<file path="config.mk">
export PLATFORM = sky130hd
export DESIGN_NAME = haptic_ctrl
export DESIGN_NICKNAME = d
export VERILOG_FILES = /design/src/inc/haptic_pkg.sv /design/src/design/i2c_target.sv /design/src/design/haptic_ctrl.sv
export VERILOG_INCLUDE_DIRS = /design/src /design/src/inc
export SDC_FILE = /design/constraint.sdc
export NUM_CORES = 1
export LEC_CHECK = 0
export BUFFER_PORTS_ARGS = -buffer_cell sky130_fd_sc_hd__buf_4
export CAP_MARGIN = 20
export CORE_MARGIN = 5
export CORE_UTILIZATION = 30
export DETAILED_ROUTE_END_ITERATION = 8
export GPL_TIMING_DRIVEN = 0
export SYNTH_ARGS = -nofsm -noshare
export SYNTH_HDL_FRONTEND = slang
export SYNTH_SLANG_ARGS = --single-unit
</file>
<file path="constraint.sdc">
create_clock -name mclk -period 3.1 [get_ports mclk]
set_input_delay 0.93 -clock mclk [delete_from_list [all_inputs] [get_ports mclk]]
set_output_delay 0.93 -clock mclk [all_outputs]
set_load 0.005 [all_outputs]
</file>
<file path="src/inc/haptic_map.svh">
// Register offsets, field positions, reset values and timing constants
`ifndef HAPTIC_MAP_SVH
`define HAPTIC_MAP_SVH
`define REG_STATUS    8'h00
`define REG_MODE      8'h01
`define REG_GO        8'h02
`define REG_LIB       8'h03
`define REG_RTP       8'h04
`define REG_LEVEL     8'h05
`define REG_RES_HI    8'h06
`define REG_RES_LO    8'h07
`define REG_TRIG      8'h08
`define MODE_RST      8'h40
`define MODE_STBY     6
`define MODE_SEL_HI   1
`define MODE_SEL_LO   0
`define PM_RTP        2'h0
`define PM_SEQ        2'h1
`define PM_CAL        2'h3
`define TRIG_RST      8'h01
`define TRIG_EDGE     2'h0
`define TRIG_LEVEL    2'h1
`define TRIG_FN_HI    1
`define TRIG_OL       2
`define LIB_RST       8'h00
`define RTP_RST       8'h00
`define LEVEL_RST     8'h80
`define LEVEL_MAX     8'hFF
`define GO_BIT        0
`define ST_UNDERVOLTAGE_LOCKOUT       0
`define ST_PLAY       1
`define ST_LOCK       2
`define ST_CALD       3
`define ST_READY      4
`define ST_STBY       5
`define DEV_ADDR      7'h2C
`define BYTE_BITS     4'h8
`define MCLK_MHZ      250
`define PWRUP_WAIT_US 1000
`define STARTUP_US    500
`define CAL_STEP_LAST 8'h3F
`endif

</file>
<file path="src/inc/haptic_pkg.sv">
// Shared types of the haptic control block
`default_nettype none
package haptic_pkg;
  typedef logic [7:0] reg_byte_t;
  typedef enum logic [1:0] {CTL_IDLE, CTL_PLAY, CTL_CAL} ctl_state_t;
  typedef enum logic [2:0] {
    I_IDLE, I_DEV, I_REG, I_WR, I_SACK, I_RD, I_MACK
  } i2c_state_t;
endpackage
`default_nettype wire

</file>
<file path="src/design/i2c_target.sv">
// Oversampled two-wire target with a register pointer
`timescale 1ns/1ps
`default_nettype none
`include "haptic_map.svh"
module i2c_target (
  input  wire logic                mclk,
  input  wire logic                rstn,
  input  wire logic                scl_pin,
  input  wire logic                sda_pin,
  input  wire logic                accept,
  input  wire haptic_pkg::reg_byte_t rd_data,
  output logic                     wr_stb,
  output haptic_pkg::reg_byte_t    wr_addr,
  output haptic_pkg::reg_byte_t    wr_data,
  output haptic_pkg::reg_byte_t    rd_addr,
  output logic                     sda_oe_n
);
  import haptic_pkg::*;
  logic [1:0] s1_r;
  logic [1:0] s2_r;
  logic [1:0] s3_r;
  i2c_state_t st_r;
  i2c_state_t ack_nxt_r;
  reg_byte_t  sh_r;
  reg_byte_t  tx_r;
  reg_byte_t  ptr_r;
  logic [3:0] cnt_r;
  logic       nack_r;
  wire scl_rise = s2_r[1] & ~s3_r[1];
  wire scl_fall = ~s2_r[1] & s3_r[1];
  wire start    = s2_r[1] & s3_r[1] & s3_r[0] & ~s2_r[0];
  wire stop     = s2_r[1] & s3_r[1] & ~s3_r[0] & s2_r[0];
  wire byte_end = (cnt_r == `BYTE_BITS);

  assign rd_addr = ptr_r;

  // Pins come from another clock; stages two and three feed logic
  always_ff @(posedge mclk or negedge rstn) begin
    if (!rstn) begin
      s1_r <= 2'h3;
      s2_r <= 2'h3;
      s3_r <= 2'h3;
    end else begin
      s1_r <= {scl_pin, sda_pin};
      s2_r <= s1_r;
      s3_r <= s2_r;
    end
  end

  always_ff @(posedge mclk or negedge rstn) begin
    if (!rstn) begin
      st_r      <= I_IDLE;
      ack_nxt_r <= I_IDLE;
      sh_r      <= 8'h00;
      tx_r      <= 8'h00;
      ptr_r     <= 8'h00;
      cnt_r     <= 4'h0;
      nack_r    <= 1'b1;
      sda_oe_n  <= 1'b1;
      wr_stb    <= 1'b0;
      wr_addr   <= 8'h00;
      wr_data   <= 8'h00;
    end else begin
      wr_stb <= 1'b0;
      if (start) begin
        st_r     <= I_DEV;
        cnt_r    <= 4'h0;
        sda_oe_n <= 1'b1;
      end else if (stop) begin
        st_r     <= I_IDLE;
        sda_oe_n <= 1'b1;
      end else if (scl_rise) begin
        if (st_r == I_DEV || st_r == I_REG || st_r == I_WR) begin
          sh_r  <= {sh_r[6:0], s2_r[0]};
          cnt_r <= cnt_r + 4'h1;
        end else if (st_r == I_MACK) begin
          nack_r <= s2_r[0];
        end
      end else if (scl_fall) begin
        case (st_r)
          I_DEV: if (byte_end) begin
            if (sh_r[7:1] == `DEV_ADDR && accept) begin
              sda_oe_n  <= 1'b0;
              ack_nxt_r <= sh_r[0] ? I_RD : I_REG;
              st_r      <= I_SACK;
            end else begin
              st_r <= I_IDLE;
            end
          end
          I_REG: if (byte_end) begin
            ptr_r     <= sh_r;
            sda_oe_n  <= 1'b0;
            ack_nxt_r <= I_WR;
            st_r      <= I_SACK;
          end
          I_WR: if (byte_end) begin
            wr_stb    <= 1'b1;
            wr_addr   <= ptr_r;
            wr_data   <= sh_r;
            ptr_r     <= ptr_r + 8'h01;
            sda_oe_n  <= 1'b0;
            ack_nxt_r <= I_WR;
            st_r      <= I_SACK;
          end
          I_SACK: begin
            if (ack_nxt_r == I_RD) begin
              tx_r     <= rd_data;
              sda_oe_n <= rd_data[7];
              cnt_r    <= 4'h1;
            end else begin
              sda_oe_n <= 1'b1;
              cnt_r    <= 4'h0;
            end
            st_r <= ack_nxt_r;
          end
          I_RD: begin
            if (byte_end) begin
              sda_oe_n <= 1'b1;
              ptr_r    <= ptr_r + 8'h01;
              st_r     <= I_MACK;
            end else begin
              tx_r     <= {tx_r[6:0], 1'b0};
              sda_oe_n <= tx_r[6];
              cnt_r    <= cnt_r + 4'h1;
            end
          end
          I_MACK: begin
            // Reads stream on while the controller acknowledges
            if (nack_r) begin
              st_r <= I_IDLE;
            end else begin
              tx_r     <= rd_data;
              sda_oe_n <= rd_data[7];
              cnt_r    <= 4'h1;
              st_r     <= I_RD;
            end
          end
          default: st_r <= I_IDLE;
        endcase
      end
    end
  end
endmodule // i2c_target
`default_nettype wire

</file>
<file path="src/design/haptic_ctrl.sv">
// Bring-up, trigger, calibration and resonance control of the haptic driver
// Function
// - Writing 0x00 to the mode register at 0x01 leaves standby.
// - Reset gives closed loop, realtime playback and level triggering.
// - Resonance locks in half a cycle and then tracks every half cycle.
// - Calibration sets drive level only and never touches resonance.
// - An edge or level on the trigger pin starts playback without bus.
// - Default settings allow operation from the pins alone.
// - A supply slower than the 500 us startup flags lockout, no play.
`timescale 1ns/1ps
`default_nettype none
`include "haptic_map.svh"
module haptic_ctrl #(
  parameter int PWRUP_CYC   = `PWRUP_WAIT_US * `MCLK_MHZ,
  parameter int STARTUP_CYC = `STARTUP_US * `MCLK_MHZ
) (
  input  wire logic              mclk,
  input  wire logic              rstn,
  input  wire logic              scl,
  input  wire logic              sda_i,
  output logic                   sda_o,
  output logic                   sda_oe_n,
  input  wire logic              shutdown_release_n,
  input  wire logic              trigger_or_irq_pin,
  input  wire logic              supply_good,
  input  wire logic              bemf_zero_cross,
  input  wire logic              bemf_level_ok,
  output logic                   drive_en,
  output haptic_pkg::reg_byte_t  drive_amp,
  output logic                   drive_open_loop
);
  import haptic_pkg::*;
  logic [3:0]  sync1_r;
  logic [3:0]  sync2_r;
  logic        trig_q_r;
  logic        zc_q_r;
  logic [17:0] pwr_cnt_r;
  logic        ready_r;
  logic        undervoltage_lockout_r;
  reg_byte_t   mode_r;
  reg_byte_t   lib_r;
  reg_byte_t   rtp_r;
  reg_byte_t   level_r;
  reg_byte_t   trig_r;
  ctl_state_t  state_r;
  ctl_state_t  state_nxt;
  reg_byte_t   cal_lvl_r;
  reg_byte_t   cal_cnt_r;
  logic        cal_done_r;
  logic [15:0] res_cnt_r;
  logic [15:0] res_per_r;
  logic        res_seen_r;
  logic        locked_r;
  logic        trig_start;
  logic        trig_stop;
  logic        play_end;
  logic        cal_end;
  logic        trig_wake;
  reg_byte_t   status;
  logic        wr_stb;
  reg_byte_t   wr_addr;
  reg_byte_t   wr_data;
  reg_byte_t   rd_addr;
  reg_byte_t   rd_val;
  wire shut_s  = sync2_r[0];
  wire trig_s  = sync2_r[1];
  wire sup_s   = sync2_r[2];
  wire zc_s    = sync2_r[3];
  wire zc_edge = zc_s ^ zc_q_r;
  wire [1:0] mode_sel = mode_r[`MODE_SEL_HI:`MODE_SEL_LO];
  wire [1:0] trig_fn  = trig_r[`TRIG_FN_HI:0];
  wire go_wr = wr_stb && wr_addr == `REG_GO && wr_data[`GO_BIT];
  wire cal_tick = cal_cnt_r == `CAL_STEP_LAST;
  logic lvl_s1_r;
  logic lvl_s_r;

  function automatic reg_byte_t reg_read(input reg_byte_t a);
    if (a == `REG_STATUS)      reg_read = status;
    else if (a == `REG_MODE)   reg_read = mode_r;
    else if (a == `REG_LIB)    reg_read = lib_r;
    else if (a == `REG_RTP)    reg_read = rtp_r;
    else if (a == `REG_LEVEL)  reg_read = level_r;
    else if (a == `REG_RES_HI) reg_read = res_per_r[15:8];
    else if (a == `REG_RES_LO) reg_read = res_per_r[7:0];
    else if (a == `REG_TRIG)   reg_read = trig_r;
    else                       reg_read = 8'h00;
  endfunction

  // Read mux as a process, so it follows every register it reads
  always_comb rd_val = reg_read(rd_addr);

  i2c_target u_bus (
    .mclk     (mclk),
    .rstn     (rstn),
    .scl_pin  (scl),
    .sda_pin  (sda_i),
    .accept   (ready_r && shut_s),
    .rd_data  (rd_val),
    .wr_stb   (wr_stb),
    .wr_addr  (wr_addr),
    .wr_data  (wr_data),
    .rd_addr  (rd_addr),
    .sda_oe_n (sda_oe_n)
  );

  // Pin inputs: first stage is read by the second only
  always_ff @(posedge mclk or negedge rstn) begin
    if (!rstn) begin
      sync1_r  <= 4'h0;
      sync2_r  <= 4'h0;
      lvl_s1_r <= 1'b0;
      lvl_s_r  <= 1'b0;
      trig_q_r <= 1'b0;
      zc_q_r   <= 1'b0;
    end else begin
      sync1_r <= {bemf_zero_cross, supply_good, trigger_or_irq_pin,
                  shutdown_release_n};
      sync2_r  <= sync1_r;
      lvl_s1_r <= bemf_level_ok;
      lvl_s_r  <= lvl_s1_r;
      trig_q_r <= trig_s;
      zc_q_r   <= zc_s;
    end
  end

  always_comb begin
    status = 8'h00;
    status[`ST_UNDERVOLTAGE_LOCKOUT]  = undervoltage_lockout_r;
    status[`ST_PLAY]  = (state_r == CTL_PLAY);
    status[`ST_LOCK]  = locked_r;
    status[`ST_CALD]  = cal_done_r;
    status[`ST_READY] = ready_r;
    status[`ST_STBY]  = mode_r[`MODE_STBY];
  end

  // Power timer runs from power-on, not from the shutdown pin
  always_ff @(posedge mclk or negedge rstn) begin
    if (!rstn) begin
      pwr_cnt_r <= 18'h0_0000;
      ready_r   <= 1'b0;
      undervoltage_lockout_r    <= 1'b0;
    end else begin
      if (pwr_cnt_r != 18'(PWRUP_CYC))
        pwr_cnt_r <= pwr_cnt_r + 18'h0_0001;
      if (pwr_cnt_r == 18'(PWRUP_CYC))
        ready_r <= 1'b1;
      if (wr_stb && wr_addr == `REG_STATUS && wr_data[`ST_UNDERVOLTAGE_LOCKOUT])
        undervoltage_lockout_r <= 1'b0;
      if (pwr_cnt_r == 18'(STARTUP_CYC) && !sup_s)
        undervoltage_lockout_r <= 1'b1;
    end
  end

  always_comb begin
    trig_start = 1'b0;
    trig_stop  = 1'b0;
    if (trig_fn == `TRIG_LEVEL) begin
      trig_start = trig_s;
      // Only a falling pin ends play; a grounded pin leaves bus play alone
      trig_stop  = trig_q_r && !trig_s;
    end else if (trig_fn == `TRIG_EDGE) begin
      trig_start = trig_s && !trig_q_r;
      trig_stop  = trig_s && !trig_q_r;
    end
  end

  always_comb begin
    state_nxt = state_r;
    play_end  = 1'b0;
    cal_end   = 1'b0;
    trig_wake = 1'b0;
    case (state_r)
      CTL_IDLE: begin
        if (!undervoltage_lockout_r) begin
          if (trig_start) begin
            state_nxt = CTL_PLAY;
            trig_wake = 1'b1;
          end else if (go_wr && !mode_r[`MODE_STBY]) begin
            state_nxt = (mode_sel == `PM_CAL) ? CTL_CAL : CTL_PLAY;
          end
        end
      end
      CTL_PLAY: begin
        if (go_wr || trig_stop || undervoltage_lockout_r) begin
          state_nxt = CTL_IDLE;
          play_end  = 1'b1;
        end
      end
      CTL_CAL: begin
        if (cal_tick && (lvl_s_r || cal_lvl_r == `LEVEL_MAX)) begin
          state_nxt = CTL_IDLE;
          cal_end   = 1'b1;
        end
      end
      default: state_nxt = CTL_IDLE;
    endcase
  end

  // Shutdown pin low acts as a reset of the control state
  always_ff @(posedge mclk or negedge rstn) begin
    if (!rstn) begin
      state_r    <= CTL_IDLE;
      cal_lvl_r  <= 8'h00;
      cal_cnt_r  <= 8'h00;
      cal_done_r <= 1'b0;
    end else if (!shut_s) begin
      state_r    <= CTL_IDLE;
      cal_lvl_r  <= 8'h00;
      cal_cnt_r  <= 8'h00;
      cal_done_r <= 1'b0;
    end else begin
      state_r <= state_nxt;
      if (state_r == CTL_CAL) begin
        cal_cnt_r <= cal_tick ? 8'h00 : cal_cnt_r + 8'h01;
        if (cal_tick && !cal_end)
          cal_lvl_r <= cal_lvl_r + 8'h01;
      end else begin
        cal_cnt_r <= 8'h00;
        cal_lvl_r <= 8'h00;
      end
      if (cal_end)
        cal_done_r <= 1'b1;
    end
  end

  always_ff @(posedge mclk or negedge rstn) begin
    if (!rstn) begin
      mode_r  <= `MODE_RST;
      lib_r   <= `LIB_RST;
      rtp_r   <= `RTP_RST;
      level_r <= `LEVEL_RST;
      trig_r  <= `TRIG_RST;
    end else if (!shut_s) begin
      mode_r  <= `MODE_RST;
      lib_r   <= `LIB_RST;
      rtp_r   <= `RTP_RST;
      level_r <= `LEVEL_RST;
      trig_r  <= `TRIG_RST;
    end else begin
      if (wr_stb) begin
        if (wr_addr == `REG_MODE)       mode_r  <= wr_data;
        else if (wr_addr == `REG_LIB)   lib_r   <= wr_data;
        else if (wr_addr == `REG_RTP)   rtp_r   <= wr_data;
        else if (wr_addr == `REG_LEVEL) level_r <= wr_data;
        else if (wr_addr == `REG_TRIG)  trig_r  <= wr_data;
      end
      // Finished playback drops back into standby to save power
      if (play_end || cal_end)
        mode_r[`MODE_STBY] <= 1'b1;
      if (trig_wake)
        mode_r[`MODE_STBY] <= 1'b0;
      if (cal_end)
        level_r <= cal_lvl_r;
    end
  end

  // Half-cycle timer; calibration freezes it so results survive
  always_ff @(posedge mclk or negedge rstn) begin
    if (!rstn) begin
      res_cnt_r  <= 16'h0000;
      res_per_r  <= 16'h0000;
      res_seen_r <= 1'b0;
      locked_r   <= 1'b0;
    end else if (state_r == CTL_IDLE) begin
      res_cnt_r  <= 16'h0000;
      res_seen_r <= 1'b0;
      locked_r   <= 1'b0;
    end else if (state_r == CTL_PLAY && !trig_r[`TRIG_OL]) begin
      if (zc_edge) begin
        res_cnt_r  <= 16'h0001;
        res_seen_r <= 1'b1;
        if (res_seen_r) begin
          res_per_r <= res_cnt_r;
          locked_r  <= 1'b1;
        end
      end else if (res_cnt_r != 16'hFFFF) begin
        res_cnt_r <= res_cnt_r + 16'h0001;
      end
    end
  end

  always_ff @(posedge mclk or negedge rstn) begin
    if (!rstn) begin
      drive_en        <= 1'b0;
      drive_amp       <= 8'h00;
      drive_open_loop <= 1'b0;
      sda_o           <= 1'b0;
    end else begin
      drive_en        <= (state_nxt != CTL_IDLE) && shut_s;
      drive_amp       <= (state_nxt == CTL_CAL) ? cal_lvl_r :
                         (mode_sel == `PM_RTP) ? rtp_r : level_r;
      drive_open_loop <= trig_r[`TRIG_OL];
      sda_o           <= 1'b0;
    end
  end
endmodule // haptic_ctrl
`default_nettype wire

</file>
==> results.md <==
- Min Hold Slack: 356 ps
- Layout Nets: 998
- Die Wd: 190 um
- Final Critical Period: 2790 ps
- Fmax: 359 MHz
- Hold_buf cts: 0
- DR iter-0 viols: 423
- Final core occ: 34.3%
- PortBufs: 19
- Area of the multi-input gates: 4640 um2
- Storage cell area: 4840 um2
- Cell with the most instances after synthesis: dfrtp_1
- Startpoint Class: flip-flop
- Vias per cell: 5.03
- Fin crit share: 89.9%
- Post-synth EDFFs: 0
- Critical Path AT: 3140 ps
- Worst-skew pair later-pin latency: 440 ps
- Layout fillers: 3,350
- Initial antenna violation count: 0
- Critical R2R Launch: u_bus.rd_addr[1]
- Final Max Tran Viols: 0
- Clock Tree Root: clkbuf_16
- Via count: 7,202
- Leakage: 4.76 nW
- Unrepaired setup endpoints after global routing: false
- Worst setup path endpoint: u_bus.tx_r[3]
- Mean post-synth cell area: 10.4 um2
- Kind of critical path: reg -> reg
- Power Density: 453 nW/um2
- Syn_nets: 959
- Power share of the combinational group: 3.6%
- Netlist Area Pre-Place: 9760 um2
- # Max-Cap Violations: 0
- CTS Buf Count: 17
- First-pass GRT wire length: 38,200 um
- Cell repeated most along the worst path: clkbuf_1
- Post-CTS Resized: 0
- Register area share after synthesis: 49.6%
- Switch share: 24.8%
- Cell Rows: 66
- P_sw: 1.25 mW
- Clk sinks: 193
- Actual slew at the worst max-slew pin: 851 ps
- Post-route ant nets: 0
- Primary FF master, synth: dfrtp_1
- Setup-failing EPs final: 0
- Top-Level Pins: 21
- Max incr delay on CP: 440 ps
- HP Class: reg -> reg
- Worst vdd ir: 0.000292 V
- Worst slack, placed: 372 ps
- R2R cell count: 9
- Initial Util: 30.2%
- Setup bufs post-CTS: 0
- GRT overflow: 0
- WL final: 23,100 um
- Dpl hpwl: 16,600 um
- Clock power frac: 44.7%
- Core Area: 32,400 um2
- FF+latch count, synth: 193
- Data required, critical path: 3450 ps
- Distinct cells, synth: 76
- Largest net degree at the start of global routing: 99
- CTS tree: built
- Rel. slew slack: 42.7%
- P&R area growth vs syn: 13.6%
- Clk buf depth: 2
- Seq pwr share: 51.7%
- Synth area leaders: dfrtp_1, mux2_2, mux2i_1, nor2b_1, dfstp_2
- Skew final: 10.5 ps
- Cell accounting for the most synthesized area: dfrtp_1
- Cell count after synthesis: 939
- Slowest CP cell: dfrtp_1
- Share of layout cells above drive strength 1: 15.2%
- Worst-path fanout max: 10
- Worst setup path startpoint: u_bus.rd_addr[1]
- R2R Path End: u_bus.tx_r[3]
- GPL Wtd Cong: 0.896
- # H-tree levels: 4
- TritonRoute pass-1 iters: 6
- Worst Setup Slack, final: 313 ps
- Die height: 190 um
- Synth top area share: 46.6%
- Worst setup EP type: flip-flop
- DRC: 0
- Synth top cells by count: dfrtp_1, nand2_1, nor2_1, mux2_2, nor2b_1
- Synth warn: 0
- DIE AREA: 36,300 um2
- Number of antenna diodes: 0
- Avg WL per Cell: 16.1 um
- Critical-path cell list: inv_1 -> ha_1 -> clkbuf_1 -> clkbuf_1 -> clkbuf_1 -> a22oi_1 -> o31ai_1 -> a21oi_1 -> a211oi_1
- Vias in the first global route: 6,932
- Async SR Flop Fraction: 100%
- Int Power: 3.78 mW
- R2r setup slk: 310 ps
- Final hold vios: 0
- Aggregate global-route resource usage: 13.0%
- Clock slew at reported path FFs: 80 ps
- Outcome: finished, final reports clean
## worst max-delay path, delay by kind of cell, from the launching register on
kind,cells,cell delay [ps]
flops,1,440
fa+ha+maj,1,140
compound gates,4,810
buf+inv,4,1320
## area by class of cell
type	instances	area share [%]
multi-input cells	675	41.8
repair buffers	20	1.60
well taps	442	4.98
inverters	25	0.846
clock inverters	14	1.55
plain buffers	46	1.70
flip-flops and latches	193	43.7
clock buffers	18	3.87
## metrics by stage
step	area, um2	std cells	power [mW]	setup TNS [ps]
global placement	10500	1400	2.82	-39680
global route	11100	1433	5.21	0
floorplan	9760	939	2.72	0
detailed placement	10500	1401	2.83	0
CTS	11100	1433	5.08	0
finish	11100	1433	5.02	0
## worst min-delay path by stage
stage,slack [ps],start,cells past startpoint,end
finish,360,sync1_r[3],0,sync2_r[3]
detailed placement,340,sync1_r[3],0,sync2_r[3]
CTS,360,sync1_r[3],0,sync2_r[3]
floorplan,330,lvl_s1_r,0,lvl_s_r
global placement,330,sync1_r[2],0,sync2_r[2]
global route,360,u_bus.s1_r[1],0,u_bus.s2_r[1]
## flip-flops by register name (all words and copies together) (netlist names), 3 cells and up
signal           cells
u_bus.rd_addr        8
u_bus.wr_addr        8
res_cnt_r           16
sync1_r              4
u_bus.st_r           3
u_bus.tx_r           7
u_bus.sh_r           8
res_per_r           16
drive_amp            8
cal_lvl_r            8
rtp_r                8
sync2_r              4
lib_r                8
cal_cnt_r            8
pwr_cnt_r           18
mode_r               8
level_r              8
u_bus.ack_nxt_r      3
u_bus.wr_data        8
trig_r               8
u_bus.cnt_r          4
## power groups by stage
stage               Clock (mW)  Combinational [mW]  Sequential, mW
detailed placement           0               0.188            2.64
CTS                       2.30               0.189            2.60
finish                    2.25               0.183            2.59
global placement             0               0.180            2.64
global route              2.40               0.213            2.60
floorplan                    0              0.0959            2.63
## layer usage
layer  routed length [um]  global-route usage, %  part of all wire, %  vias to the layer above
li1                     -                      -                    -                     3454
met1                11300                   18.7                   49                     3575
met2                10500                   20.0                   46                      144
met3                  848                   2.27                  3.7                       29
met4                  395                   3.84                  1.7                        0
met5                    0                      0                    0                        -
## kinds of logic (layout without fill, tap and decap cells)
kind of cell | count (synthesis) | in the layout | share of synthesized area (%)
adders and majority gates | 11 | 11 | 1.41
AOI/OAI and AO/OA | 171 | 171 | 11.6
and+or+nand+nor | 355 | 355 | 20.0
buffers and inverters | 71 | 123 | 2.90
muxes | 105 | 105 | 11.6
xor gates and xnor gates | 32 | 32 | 2.87
other | 1 | 1 | 0.0384
DFF | 193 | 193 | 49.6
## layout by cell type, fill, tap and decap left out, drive strengths merged, types with 5 or more instances in the layout
cell / count
mux2i: 43
buf: 29
o2bb2ai: 5
mux2: 62
xor2: 12
dfrtp: 182
nor2: 65
clkbuf: 55
and4: 5
or4: 7
nor2b: 47
nor4: 11
a211oi: 8
nor3: 29
ha: 11
xnor2: 20
nand3b: 6
a22oi: 5
nand3: 41
or3: 8
a31oi: 12
a21o: 6
nand2: 67
nand2b: 18
o211a: 7
a21oi: 41
dfstp: 11
inv: 30
and2: 6
nand4: 12
clkinv: 7
and3: 10
o21ai: 41
Power figures use the tool's default switching activity.
